==> config.mk <==
export PLATFORM = sky130hd
export DESIGN_NAME = ccspd_top
export DESIGN_NICKNAME = d
export VERILOG_FILES = /design/src/inc/ccspd_pkg.sv /design/src/ccspd_top.sv
export SDC_FILE = /design/constraint.sdc
export NUM_CORES = 1
export LEC_CHECK = 0
export BUFFER_PORTS_ARGS = -buffer_cell sky130_fd_sc_hd__buf_2
export CORE_MARGIN = 2
export CORE_UTILIZATION = 50
export CTS_CLUSTER_DIAMETER = 30
export DETAILED_ROUTE_END_ITERATION = 10
export HOLD_SLACK_MARGIN = 0.15
export PLACE_DENSITY = 0.71
export SLEW_MARGIN = 20
export SYNTH_ARGS = -nofsm -noshare
export SYNTH_HDL_FRONTEND = slang
export SYNTH_SLANG_ARGS = --single-unit
export TNS_END_PERCENT = 5
==> constraint.sdc <==
create_clock -name clk -period 5.77 [get_ports clk]
set_input_delay 1.731 -clock clk [delete_from_list [all_inputs] [get_ports clk]]
set_output_delay 1.731 -clock clk [all_outputs]
set_load 0.02 [all_outputs]
==> src/inc/ccspd_pkg.sv <==
// package: constants, enumerations and carriers of the count source and pulse decode block
package ccspd_pkg;

  // ----------------------------------------------------------------------
  // clock and internal tick periods
  // ----------------------------------------------------------------------
  localparam int CLK_PERIOD_PS   = 25000;   // 40 MHz system clock
  localparam int TICK0_PERIOD_PS = 100000;  // 0.1 us
  localparam int TICK1_PERIOD_PS = 1000000; // 1 us
  localparam int TICK2_PERIOD_PS = 10000000; // 10 us
  localparam int TICK3_PERIOD_PS = 100000000; // 100 us
  localparam int TICK_W          = 12;
  localparam logic [TICK_W-1:0] TICK0_CYC = TICK_W'(TICK0_PERIOD_PS / CLK_PERIOD_PS);
  localparam logic [TICK_W-1:0] TICK1_CYC = TICK_W'(TICK1_PERIOD_PS / CLK_PERIOD_PS);
  localparam logic [TICK_W-1:0] TICK2_CYC = TICK_W'(TICK2_PERIOD_PS / CLK_PERIOD_PS);
  localparam logic [TICK_W-1:0] TICK3_CYC = TICK_W'(TICK3_PERIOD_PS / CLK_PERIOD_PS);

  // ----------------------------------------------------------------------
  // register map (byte addresses)
  // ----------------------------------------------------------------------
  localparam logic [7:0] ADDR_CTRL   = 8'h00;
  localparam logic [7:0] ADDR_STATUS = 8'h04;
  localparam logic [7:0] ADDR_COUNT  = 8'h08;

  // control register field positions
  localparam int CTRL_SRC_LSB   = 0;
  localparam int CTRL_PMODE_LSB = 4;
  localparam int CTRL_MODE_LSB  = 8;
  localparam int CTRL_DOWN_BIT  = 12;
  // status register field positions
  localparam int STAT_OK_BIT    = 0;
  localparam int STAT_NMODE_LSB = 4;

  // ----------------------------------------------------------------------
  // enumerations
  // ----------------------------------------------------------------------
  typedef enum logic [2:0] {
    SRC_PHASE_AB,
    SRC_TICK_0US1,
    SRC_TICK_1US,
    SRC_TICK_10US,
    SRC_TICK_100US,
    SRC_OTHER_CH
  } ccspd_src_t;

  typedef enum logic [2:0] {
    PM_1PH_X1,
    PM_1PH_X1_A_ONLY,
    PM_1PH_X2,
    PM_1PH_X2_A_ONLY,
    PM_CW_CCW,
    PM_2PH_X1,
    PM_2PH_X2,
    PM_2PH_X4
  } ccspd_pmode_t;

  typedef enum logic [2:0] {
    OM_NORMAL,
    OM_FREQ,
    OM_ROTATION,
    OM_PULSE_MEAS,
    OM_PWM
  } ccspd_opmode_t;

  // control register carrier
  typedef struct packed {
    logic          down_count_request;
    ccspd_opmode_t mode;
    ccspd_pmode_t  pulse_mode;
    ccspd_src_t    src;
  } ccspd_ctrl_t;

  localparam ccspd_ctrl_t CTRL_RESET = '{
    down_count_request: 1'b0,
    mode:               OM_NORMAL,
    pulse_mode:         PM_1PH_X1,
    src:                SRC_PHASE_AB
  };

  // count enable pair handed to the counter core
  typedef struct packed {
    logic up;
    logic down;
  } ccspd_cnt_en_t;

  localparam int COUNT_W = 32;

endpackage

==> src/ccspd_top.sv <==
// count source selection and single-phase pulse decode for one counter channel
`timescale 1ns/10ps
`default_nettype none

module ccspd_top (
  input  wire logic                         clk,
  input  wire logic                         rst,
  // apb slave
  input  wire logic                         psel,
  input  wire logic                         penable,
  input  wire logic                         pwrite,
  input  wire logic [7:0]                   paddr,
  input  wire logic [31:0]                  pwdata,
  output var  logic [31:0]                  prdata,
  output var  logic                         pready,
  output var  logic                         pslverr,
  // external pulse pins
  input  wire logic                         phase_a,
  input  wire logic                         phase_b,
  // neighbour counter channel
  input  wire logic [2:0]                   neighbour_mode,
  input  wire logic                         other_channel_match1_flag,
  input  wire logic                         neighbour_match1_out,
  // count enables to the counter core
  output var  logic                         count_up,
  output var  logic                         count_down
);

  // ----------------------------------------------------------------------
  // register state
  // ----------------------------------------------------------------------
  ccspd_pkg::ccspd_ctrl_t          ctrl;
  ccspd_pkg::ccspd_ctrl_t          next_ctrl;
  logic [ccspd_pkg::COUNT_W-1:0]   count_value;
  logic [ccspd_pkg::COUNT_W-1:0]   next_count_value;
  logic [31:0]                     next_prdata;
  logic                            next_pready;
  logic                            next_pslverr;

  // ----------------------------------------------------------------------
  // input synchronisers and edge history
  // ----------------------------------------------------------------------
  logic [3:0] sync1;
  logic [3:0] sync2;
  logic [3:0] hist;
  logic       a_rise;
  logic       a_fall;
  logic       b_level;
  logic       flag_rise;
  logic       pwm_rise;

  // two stages, then one more for the edge detector; stage one feeds stage two only
  always_ff @(posedge clk) begin
    if (rst) begin
      sync1 <= 4'h0;
      sync2 <= 4'h0;
      hist  <= 4'h0;
    end else begin
      sync1 <= {neighbour_match1_out, other_channel_match1_flag, phase_b, phase_a};
      sync2 <= sync1;
      hist  <= sync2;
    end
  end

  // edge strobes, one cycle per detected edge
  always_comb begin
    a_rise    = sync2[0] & ~hist[0];
    a_fall    = ~sync2[0] & hist[0];
    b_level   = sync2[1];
    flag_rise = sync2[2] & ~hist[2];
    pwm_rise  = sync2[3] & ~hist[3];
  end

  // ----------------------------------------------------------------------
  // internal tick prescaler
  // ----------------------------------------------------------------------
  logic [ccspd_pkg::TICK_W-1:0] tick_cnt;
  logic [ccspd_pkg::TICK_W-1:0] next_tick_cnt;
  logic [ccspd_pkg::TICK_W-1:0] tick_period;
  logic                         tick_sel;
  logic                         tick_pulse;

  // period picked by the source field; restarts whenever no tick source is live
  always_comb begin
    tick_sel = 1'b1;
    case (ctrl.src)
      ccspd_pkg::SRC_TICK_0US1:  tick_period = ccspd_pkg::TICK0_CYC;
      ccspd_pkg::SRC_TICK_1US:   tick_period = ccspd_pkg::TICK1_CYC;
      ccspd_pkg::SRC_TICK_10US:  tick_period = ccspd_pkg::TICK2_CYC;
      ccspd_pkg::SRC_TICK_100US: tick_period = ccspd_pkg::TICK3_CYC;
      default: begin
        tick_period = ccspd_pkg::TICK0_CYC;
        tick_sel    = 1'b0;
      end
    endcase
    tick_pulse = tick_sel && (tick_cnt == tick_period - 1'b1);
    if (!tick_sel || tick_pulse) begin
      next_tick_cnt = '0;
    end else begin
      next_tick_cnt = tick_cnt + 1'b1;
    end
  end

  always_ff @(posedge clk) begin
    if (rst) begin
      tick_cnt <= '0;
    end else begin
      tick_cnt <= next_tick_cnt;
    end
  end

  // ----------------------------------------------------------------------
  // source acceptance and count decode
  // ----------------------------------------------------------------------
  logic          own_normal;
  logic          src_ok;
  logic          dir_down;
  ccspd_pkg::ccspd_cnt_en_t next_en;

  // sources that are not legal for the current modes give no counts at all
  always_comb begin
    own_normal = (ctrl.mode == ccspd_pkg::OM_NORMAL);
    case (ctrl.src)
      ccspd_pkg::SRC_PHASE_AB:
        src_ok = own_normal || ctrl.mode == ccspd_pkg::OM_FREQ
                 || ctrl.mode == ccspd_pkg::OM_ROTATION;
      ccspd_pkg::SRC_OTHER_CH:
        src_ok = own_normal && (neighbour_mode == ccspd_pkg::OM_NORMAL
                 || neighbour_mode == ccspd_pkg::OM_PWM);
      ccspd_pkg::SRC_TICK_0US1, ccspd_pkg::SRC_TICK_1US,
      ccspd_pkg::SRC_TICK_10US, ccspd_pkg::SRC_TICK_100US:
        src_ok = own_normal;
      default:
        src_ok = 1'b0;
    endcase
  end

  // direction is sampled at the counted edge; relies on steady B and request there
  always_comb begin
    next_en  = '0;
    dir_down = ctrl.down_count_request;
    if (src_ok) begin
      case (ctrl.src)
        ccspd_pkg::SRC_PHASE_AB: begin
          // pulse mode only matters on this branch
          case (ctrl.pulse_mode)
            ccspd_pkg::PM_1PH_X1: begin
              dir_down     = b_level | ctrl.down_count_request;
              next_en.up   = a_rise & ~dir_down;
              next_en.down = a_fall & dir_down;
            end
            ccspd_pkg::PM_1PH_X1_A_ONLY: begin
              next_en.up   = a_rise & ~dir_down;
              next_en.down = a_fall & dir_down;
            end
            ccspd_pkg::PM_1PH_X2: begin
              dir_down     = b_level | ctrl.down_count_request;
              next_en.up   = (a_rise | a_fall) & ~dir_down;
              next_en.down = (a_rise | a_fall) & dir_down;
            end
            ccspd_pkg::PM_1PH_X2_A_ONLY: begin
              next_en.up   = (a_rise | a_fall) & ~dir_down;
              next_en.down = (a_rise | a_fall) & dir_down;
            end
            // two-phase and cw/ccw pulse modes give no count enables here
            default: next_en = '0;
          endcase
        end
        ccspd_pkg::SRC_OTHER_CH: begin
          if (neighbour_mode == ccspd_pkg::OM_PWM) begin
            next_en.up = pwm_rise;
          end else begin
            next_en.up = flag_rise;
          end
        end
        default: next_en.up = tick_pulse;
      endcase
    end
  end

  // enables leave on flops so the counter core sees clean single-cycle pulses
  always_ff @(posedge clk) begin
    if (rst) begin
      count_up   <= 1'b0;
      count_down <= 1'b0;
    end else begin
      count_up   <= next_en.up;
      count_down <= next_en.down;
    end
  end

  // ----------------------------------------------------------------------
  // apb slave and local count value
  // ----------------------------------------------------------------------
  logic        apb_access;
  logic        apb_commit;
  logic        addr_hit;
  logic [31:0] rd_mux;

  // one wait state: pready rises on the second access cycle
  always_comb begin
    apb_access = psel & penable;
    apb_commit = apb_access & pready;
    addr_hit   = 1'b1;
    rd_mux     = 32'h0000_0000;
    case (paddr)
      ccspd_pkg::ADDR_CTRL: begin
        rd_mux[ccspd_pkg::CTRL_SRC_LSB +: 3]   = ctrl.src;
        rd_mux[ccspd_pkg::CTRL_PMODE_LSB +: 3] = ctrl.pulse_mode;
        rd_mux[ccspd_pkg::CTRL_MODE_LSB +: 3]  = ctrl.mode;
        rd_mux[ccspd_pkg::CTRL_DOWN_BIT]       = ctrl.down_count_request;
      end
      ccspd_pkg::ADDR_STATUS: begin
        rd_mux[ccspd_pkg::STAT_OK_BIT]         = src_ok;
        rd_mux[ccspd_pkg::STAT_NMODE_LSB +: 3] = neighbour_mode;
      end
      ccspd_pkg::ADDR_COUNT:  rd_mux = count_value;
      default:                addr_hit = 1'b0;
    endcase
    next_pready  = apb_access & ~pready;
    next_pslverr = apb_access & ~pready & ~addr_hit;
    next_prdata  = (apb_access & ~pready & ~pwrite) ? rd_mux : prdata;
    next_ctrl    = ctrl;
    if (apb_commit && pwrite && paddr == ccspd_pkg::ADDR_CTRL) begin
      next_ctrl.src                = ccspd_pkg::ccspd_src_t'(pwdata[ccspd_pkg::CTRL_SRC_LSB +: 3]);
      next_ctrl.pulse_mode         = ccspd_pkg::ccspd_pmode_t'(pwdata[ccspd_pkg::CTRL_PMODE_LSB +: 3]);
      next_ctrl.mode               = ccspd_pkg::ccspd_opmode_t'(pwdata[ccspd_pkg::CTRL_MODE_LSB +: 3]);
      next_ctrl.down_count_request = pwdata[ccspd_pkg::CTRL_DOWN_BIT];
    end
    // software preset wins over a count in the same cycle
    if (apb_commit && pwrite && paddr == ccspd_pkg::ADDR_COUNT) begin
      next_count_value = pwdata;
    end else if (count_up) begin
      next_count_value = count_value + 1'b1;
    end else if (count_down) begin
      next_count_value = count_value - 1'b1;
    end else begin
      next_count_value = count_value;
    end
  end

  always_ff @(posedge clk) begin
    if (rst) begin
      ctrl        <= ccspd_pkg::CTRL_RESET;
      count_value <= '0;
      prdata      <= 32'h0000_0000;
      pready      <= 1'b0;
      pslverr     <= 1'b0;
    end else begin
      ctrl        <= next_ctrl;
      count_value <= next_count_value;
      prdata      <= next_prdata;
      pready      <= next_pready;
      pslverr     <= next_pslverr;
    end
  end

endmodule // ccspd_top

`default_nettype wire

==> metrics.txt, run 1 <==
status complete, no violations; H-Tree Depth 3; CP cell instances inv_1, buf_4, fa_1, a21oi_1, o211ai_1, a31oi_1, o21ai_0, a211oi_1, o21bai_1, xnor2_1, a2111oi_0; Reg clk slew, reported paths 70 ps; final max-slew violation count 0; Detailed Route WL 15260 um; post-synthesis sequential area ratio 0.3432; Worst-Skew Late Latency 350 ps; delay-heaviest family, CP compound AO/OA/AOI/OAI gates; drc violations 0; Resized cells post-CTS 0; Max Cap Viol 0; CP required 6010 ps; All-Layer GR Usage 0.2460; Final Hold Fails 0; Main synth FF type dfxtp_1; port bufs 87; Clock Skews 6.243 ps; startpoint types flop; f_max 280.0 MHz; clock sinks 101; Routed wire per std cell 16.11 um; Gate Count Post-Synth 736; # setup viols final 0; #FFs+latches synth 101; initial core utilization 0.5137; CP Capture Type flop; Synth Cell Area 5891 um2; die area 12670 um2; FP Rows 39; share of cells above drive strength 1 0.1629; Tmin final 3571 ps; FF-to-FF setup slack 2200 ps; Die Y 112.5 um; CTS buffer count 9; WS Path Type flop to flop; internal power 1.260 mW; CTS tree built; most frequent cells in the layout dfxtp_1 (101), buf_2 (87), nand2_1 (81), nor2_1 (79), a21oi_1 (67); # IOs 88; Tightest Hold Check Type flop to flop; maximum clock insertion buffer count 2; switching part of the total power 0.2814; synth warn 0; Synth async-reset ratio 0; Routed Antenna Nets 0; Hold WS 445.7 ps; Area Overhead vs Synth 14.70%; Synth top area share 0.3432; largest net degree at the start of global routing 53; vias 5582; worst-path fanout max 32; 1st-pass router iterations 5; worst-margin pin slew 703.7 ps; Worst path max stage delay 500 ps; Post-Syn Area per Cell 8.004 um2; Final period util 0.6190; sequential power share 0.413; Fin Setup TNS 0 ps; syn_nets 822; hold_buf cts 0; global-route wire length before repair 25630 um; Buf/Inv on CP 2; synth unique cells 66; Post-synth EDFFs 0; clock share of power 0.385; Sw Pwr 493.5 uW; vias in the first global route 5378; detailed placement HPWL 11080 um; area leader, netlist dfxtp_1; die extent in x 112.5 um; slew margin rel. 0.5259; Pwr Density 259.5 nW/um2; CP max-delay cell fa_1; Initial DRC Count 373; Placer Congestion 0.8829; fin nets 885; initial antenna violation count 0; leakage 2.880 nW; peak supply drop 0.0001645 V; Ant. Diodes 0; Combinational Power Share 0.202; most common cell after layout, fill and taps aside dfxtp_1; Via density 5.894; CTS Root Cell clkbuf_16; ranking of synthesized cells by area dfxtp_1 (34%), ha_1 (7.0%), a21oi_1 (5.7%); Setup Fix Bufs, Post-CTS 0; CP arrival 3810 ps; GRT overflow 0; Core Area 11470 um2; unrepaired setup endpoints after global routing false
[kinds of logic (layout without fill, tap and decap cells)]
group / after synthesis / after routing / share of synthesized area
simple gates: 280 / 280 / 0.2213
compound gates: 204 / 204 / 0.2375
flops: 101 / 101 / 0.3432
buf+inv: 63 / 131 / 0.04057
xor+xnor: 37 / 37 / 0.05501
fa+ha+maj: 34 / 34 / 0.07349
mux: 17 / 17 / 0.02889
[synthesized netlist by cell type (5+ instances only)]
cell,n
a21o_1,13
a221oi_1,8
a21oi_1,67
and3_1,6
clkbuf_1,39
nand3_1,38
xnor2_1,23
dfxtp_1,101
inv_1,18
o211a_1,8
nor3_1,20
nor4_1,6
nand2_1,81
nor2b_1,15
a22oi_1,5
o21ai_0,30
o211ai_1,7
xor2_1,14
o21bai_1,7
nand4_1,8
nor2_1,80
a311oi_1,11
mux2i_1,17
ha_1,33
a211oi_1,9
[layer usage]
metal	vias up	global-route usage	routed length [um]
li1	2788	-	-
met1	2585	0.3261	7059
met2	177	0.3984	7051
met3	32	0.05130	831
met4	0	0.08618	314
met5	-	0	0
[power by group through the flow]
stage	Combinational, mW	Clock, mW	Sequential (mW)
2_1_floorplan	0.263	0	0.740
3_3_place_gp	0.341	0	0.740
3_5_place_dp	0.345	0	0.741
4_1_cts	0.350	0.685	0.725
5_1_grt	0.391	0.716	0.727
6_report	0.354	0.675	0.725
[metrics by stage]
stage,instances,cell area [um2],total power [mW],setup WS (ps),utilization
global route,947,6756,1.834,1926,0.5892
floorplan,736,5891,1.003,2356,-
detailed placement,931,6424,1.086,1858,0.5602
global placement,931,6424,1.081,1966,0.5602
CTS,947,6756,1.760,2224,0.5892
finish,947,6756,1.754,2199,0.5892
[final timing paths]
path	startpoint	end	cells after the start
hold / removal	sync1[2]	sync2[2]	1
setup reg to reg	count_up	count_value[20]	11
hold reg to reg	sync1[2]	sync2[2]	1
setup / recovery	count_up	count_value[20]	11
[registers in the layout, summed over array words and instances (netlist names)]
register     flops
prdata          32
count_down       1
sync1            4
tick_cnt        12
pslverr          1
count_value     32
ctrl            10
pready           1
count_up         1
hist             3
sync2            4
[area by class of cell]
cell class	count	area (um2)
Clock buffer	10	239.0
Clock inverter	6	93.84
Multi-Input combinational cell	572	3649
Sequential cell	101	2022
Timing Repair Buffer	96	503.0
Fill cell	1034	4711
Inverter	19	71.32
Tap cell	143	178.9
[worst register-to-register path, cell delays in order, from the launching register on]
cell and delay (ps):
dfxtp_1 460, inv_1 60, buf_4 260, fa_1 510
a21oi_1 240, o211ai_1 140, a31oi_1 420, o21ai_0 410
a211oi_1 320, o21bai_1 120, xnor2_1 150, a2111oi_0 370
Note: power is estimated with default switching activity, not from simulation.
==> run 2, diff against run 1 <==
--- a/config.mk
+++ b/config.mk
@@ -5,13 +5,14 @@
 export SDC_FILE = /design/constraint.sdc
 export NUM_CORES = 1
 export LEC_CHECK = 0
+export ABC_AREA = 1
 export BUFFER_PORTS_ARGS = -buffer_cell sky130_fd_sc_hd__buf_2
 export CORE_MARGIN = 2
 export CORE_UTILIZATION = 50
 export CTS_CLUSTER_DIAMETER = 30
 export DETAILED_ROUTE_END_ITERATION = 10
 export HOLD_SLACK_MARGIN = 0.15
-export PLACE_DENSITY = 0.71
+export PLACE_DENSITY = 0.73
 export SLEW_MARGIN = 20
 export SYNTH_ARGS = -nofsm -noshare
 export SYNTH_HDL_FRONTEND = slang
==> constraint.sdc (replaced) <==
create_clock -name clk -period 2.9 [get_ports clk]
set_input_delay 0.87 -clock clk [delete_from_list [all_inputs] [get_ports clk]]
set_output_delay 0.87 -clock clk [all_outputs]
set_load 0.02 [all_outputs]
==> run 2 against run 1 <==
Net effect: total power grew 110%; cell count grew 44%; sequential power up 99%; sequential share of layout area fell by 3.7 points; combinational power grew to 2.9 times the previous value; wire length is 28% higher; global-route usage is 2.2 points higher; die area increased by 15%; worst hold slack got worse by 40 ps; largest power group unchanged; highest routed layer unchanged.
==> metrics.txt, run 2 <==
status complete, no violations; filler cell count 1377; CTS tree built; syn_nets 1189; Tmin final 2462 ps; unrepaired setup endpoints after global routing false; Pwr Density 479.3 nW/um2; Worst path max stage delay 360 ps; Initial DRC Count 440; Tightest Hold Check Type flop to flop; Via density 5.113; most frequent cell after synthesis nand2_1; Gate Count Post-Synth 1103; All-Layer GR Usage 0.2684; dpl cells 1347; met3 wire len 923 um; CP cell instances inv_1, buf_4, ha_1, nand2_1, inv_1, nand2_1, nand2_1, a21oi_1, nand2_1, nand2_1, nand2_1, nand2_1, nand3_1, nand2_1, a21oi_1; Final Hold Fails 0; Sw Pwr 1.256 mW; CTS buffer count 9; #FFs+latches synth 101; 1st-pass router iterations 5; Combinational Power Share 0.281; most frequent cells in the layout nand2_1 (344), inv_1 (180), dfxtp_1 (101), buf_2 (87), nand3_1 (84); slew margin rel. 0.5907; Clock Skews 7.645 ps; Setup Fix Bufs, Post-CTS 0; CP max-delay cell buf_4; Post-synth EDFFs 0; global-route wire length before repair 31120 um; Post-Syn Area per Cell 6.191 um2; synth unique cells 45; leakage 3.990 nW; WS Path Type flop to flop; most frequent cells after synthesis nand2_1 (344), inv_1 (180), dfxtp_1 (101), nand3_1 (84), a21oi_1 (82); area of the multi-input gates 3906 um2; Placer Congestion 0.9316; clock share of power 0.330; sequential power share 0.389; Hold Path Cell Cnt 2; CTS Root Cell clkbuf_16; Detailed Route WL 19500 um; maximum clock insertion buffer count 2; largest registers count_value x32, prdata x32, tick_cnt x12; worst-margin pin slew 614.0 ps; FP Rows 42; drc violations 0; internal power 2.440 mW; startpoint types flop; flip-flop and latch area 2022 um2; Hold WS 405.2 ps; most used cell, CP nand2_1; f_max 406.1 MHz; CP Capture Type flop; Fin Setup TNS 0 ps; DR top layer met4; ranking of synthesized cells by area dfxtp_1 (30%), nand2_1 (19%), inv_1 (9.9%); Area Overhead vs Synth 12.94%; # setup viols final 0; area leader, netlist dfxtp_1; hold_buf cts 0; most common cell after layout, fill and taps aside nand2_1; CP arrival 2660 ps; fin nets 1268; die extent in x 120.9 um; Final period util 0.8491; # IOs 88; Routed wire per std cell 14.31 um; Worst-Skew Late Latency 340 ps; H-Tree Depth 3; detailed placement HPWL 15490 um; GRT overflow 0; peak supply drop 0.0003393 V; Design Power 3.696 mW; initial antenna violation count 0; met2 wire len 9559 um; CP required 3100 ps; M1 WL 8481 um; vias 6969; die area 14610 um2; non-filler cells, final 1363; Ant. Diodes 0; synth warn 0; Synth Cell Area 6829 um2; Resized cells post-CTS 0; final max-slew violation count 0; Routed Antenna Nets 0; switching part of the total power 0.3398; Synth top area share 0.2961; worst-path fanout max 31; Main synth FF type dfxtp_1; post-synthesis sequential area ratio 0.2961; final worst setup slack 437.7 ps; initial core utilization 0.5136; Core Area 13300 um2; largest net degree at the start of global routing 59; Reg clk slew, reported paths 70 ps; Die Y 120.9 um; clock sinks 101; Max Cap Viol 0; Synth async-reset ratio 0; share of cells above drive strength 1 0.1398; port bufs 87; Post-Place Worst Slack 261.5 ps; worst reg2reg path depth 15; vias in the first global route 6419
[run 2: cell count changes in the layout (fill, tap and decap cells not counted), sizes merged, moves of 10 or more]
cell | before | now
a311oi | 11 | 0
nor2 | 80 | 94
a221oi | 10 | 0
xnor2 | 23 | 5
inv | 20 | 196
a21oi | 68 | 82
nand2 | 81 | 347
nor2b | 15 | 0
mux2i | 17 | 0
nand3 | 38 | 85
a21o | 14 | 1
o21ai | 33 | 44
[run 2: routing by layer]
| layer | up-vias | track usage |
|---|---|---|
| li1 | 3623 | - |
| met1 | 3112 | 0.3366 |
| met2 | 198 | 0.4695 |
| met3 | 36 | 0.04229 |
| met4 | 0 | 0.08503 |
| met5 | - | 0 |
[run 2: cell families (layout without fill, tap and decap cells)]
kind of cell,count (synthesis),after routing,share of synthesized area
buffers and inverters,229,313,0.1323
xor gates and xnor gates,21,21,0.02693
adders and majority gates,34,34,0.06339
DFF,101,101,0.2961
and+or+nand+nor,560,560,0.3476
AOI/OAI and AO/OA,158,158,0.1337
[run 2: power by group through the flow]
stage | registers, mW | logic (mW) | clock network [mW]
2_1_floorplan | 1.46 | 0.739 | 0
3_3_place_gp | 1.47 | 1.01 | 0
3_5_place_dp | 1.47 | 1.02 | 0
4_1_cts | 1.44 | 1.03 | 1.24
5_1_grt | 1.44 | 1.17 | 1.30
6_report | 1.44 | 1.04 | 1.22
[run 2: stage by stage]
stage	utilization	cell area [um2]
2_1_floorplan	-	6829
3_3_place_gp	0.5576	7413
3_5_place_dp	0.5576	7413
4_1_cts	0.5801	7712
5_1_grt	0.5801	7712
6_report	0.5801	7712
[run 2: cell type report]
| cell class | instances | area share |
|---|---|---|
| multi-input cells | 773 | 0.5065 |
| clock buffers | 10 | 0.02969 |
| well taps | 176 | 0.02855 |
| inverters | 199 | 0.09685 |
| flip-flops and latches | 101 | 0.2622 |
| repair buffers | 98 | 0.06716 |
| clock inverters | 6 | 0.009085 |
[run 2: final timing paths]
path | from | endpoint | slack [ps]
worst max-delay path | count_up | count_value[31] | 440
worst min register to register | sync1[2] | sync2[2] | 410
worst min-delay path | sync1[2] | sync2[2] | 410
worst max register to register | count_up | count_value[31] | 440
[run 2: worst max-delay path: cells and delay by family (launching register included)]
family / cells / cell delay (ps)
and+or+nand+nor: 9 / 920
DFF: 1 / 310
AOI/OAI and AO/OA: 2 / 250
buffers and inverters: 3 / 470
adders and majority gates: 1 / 350
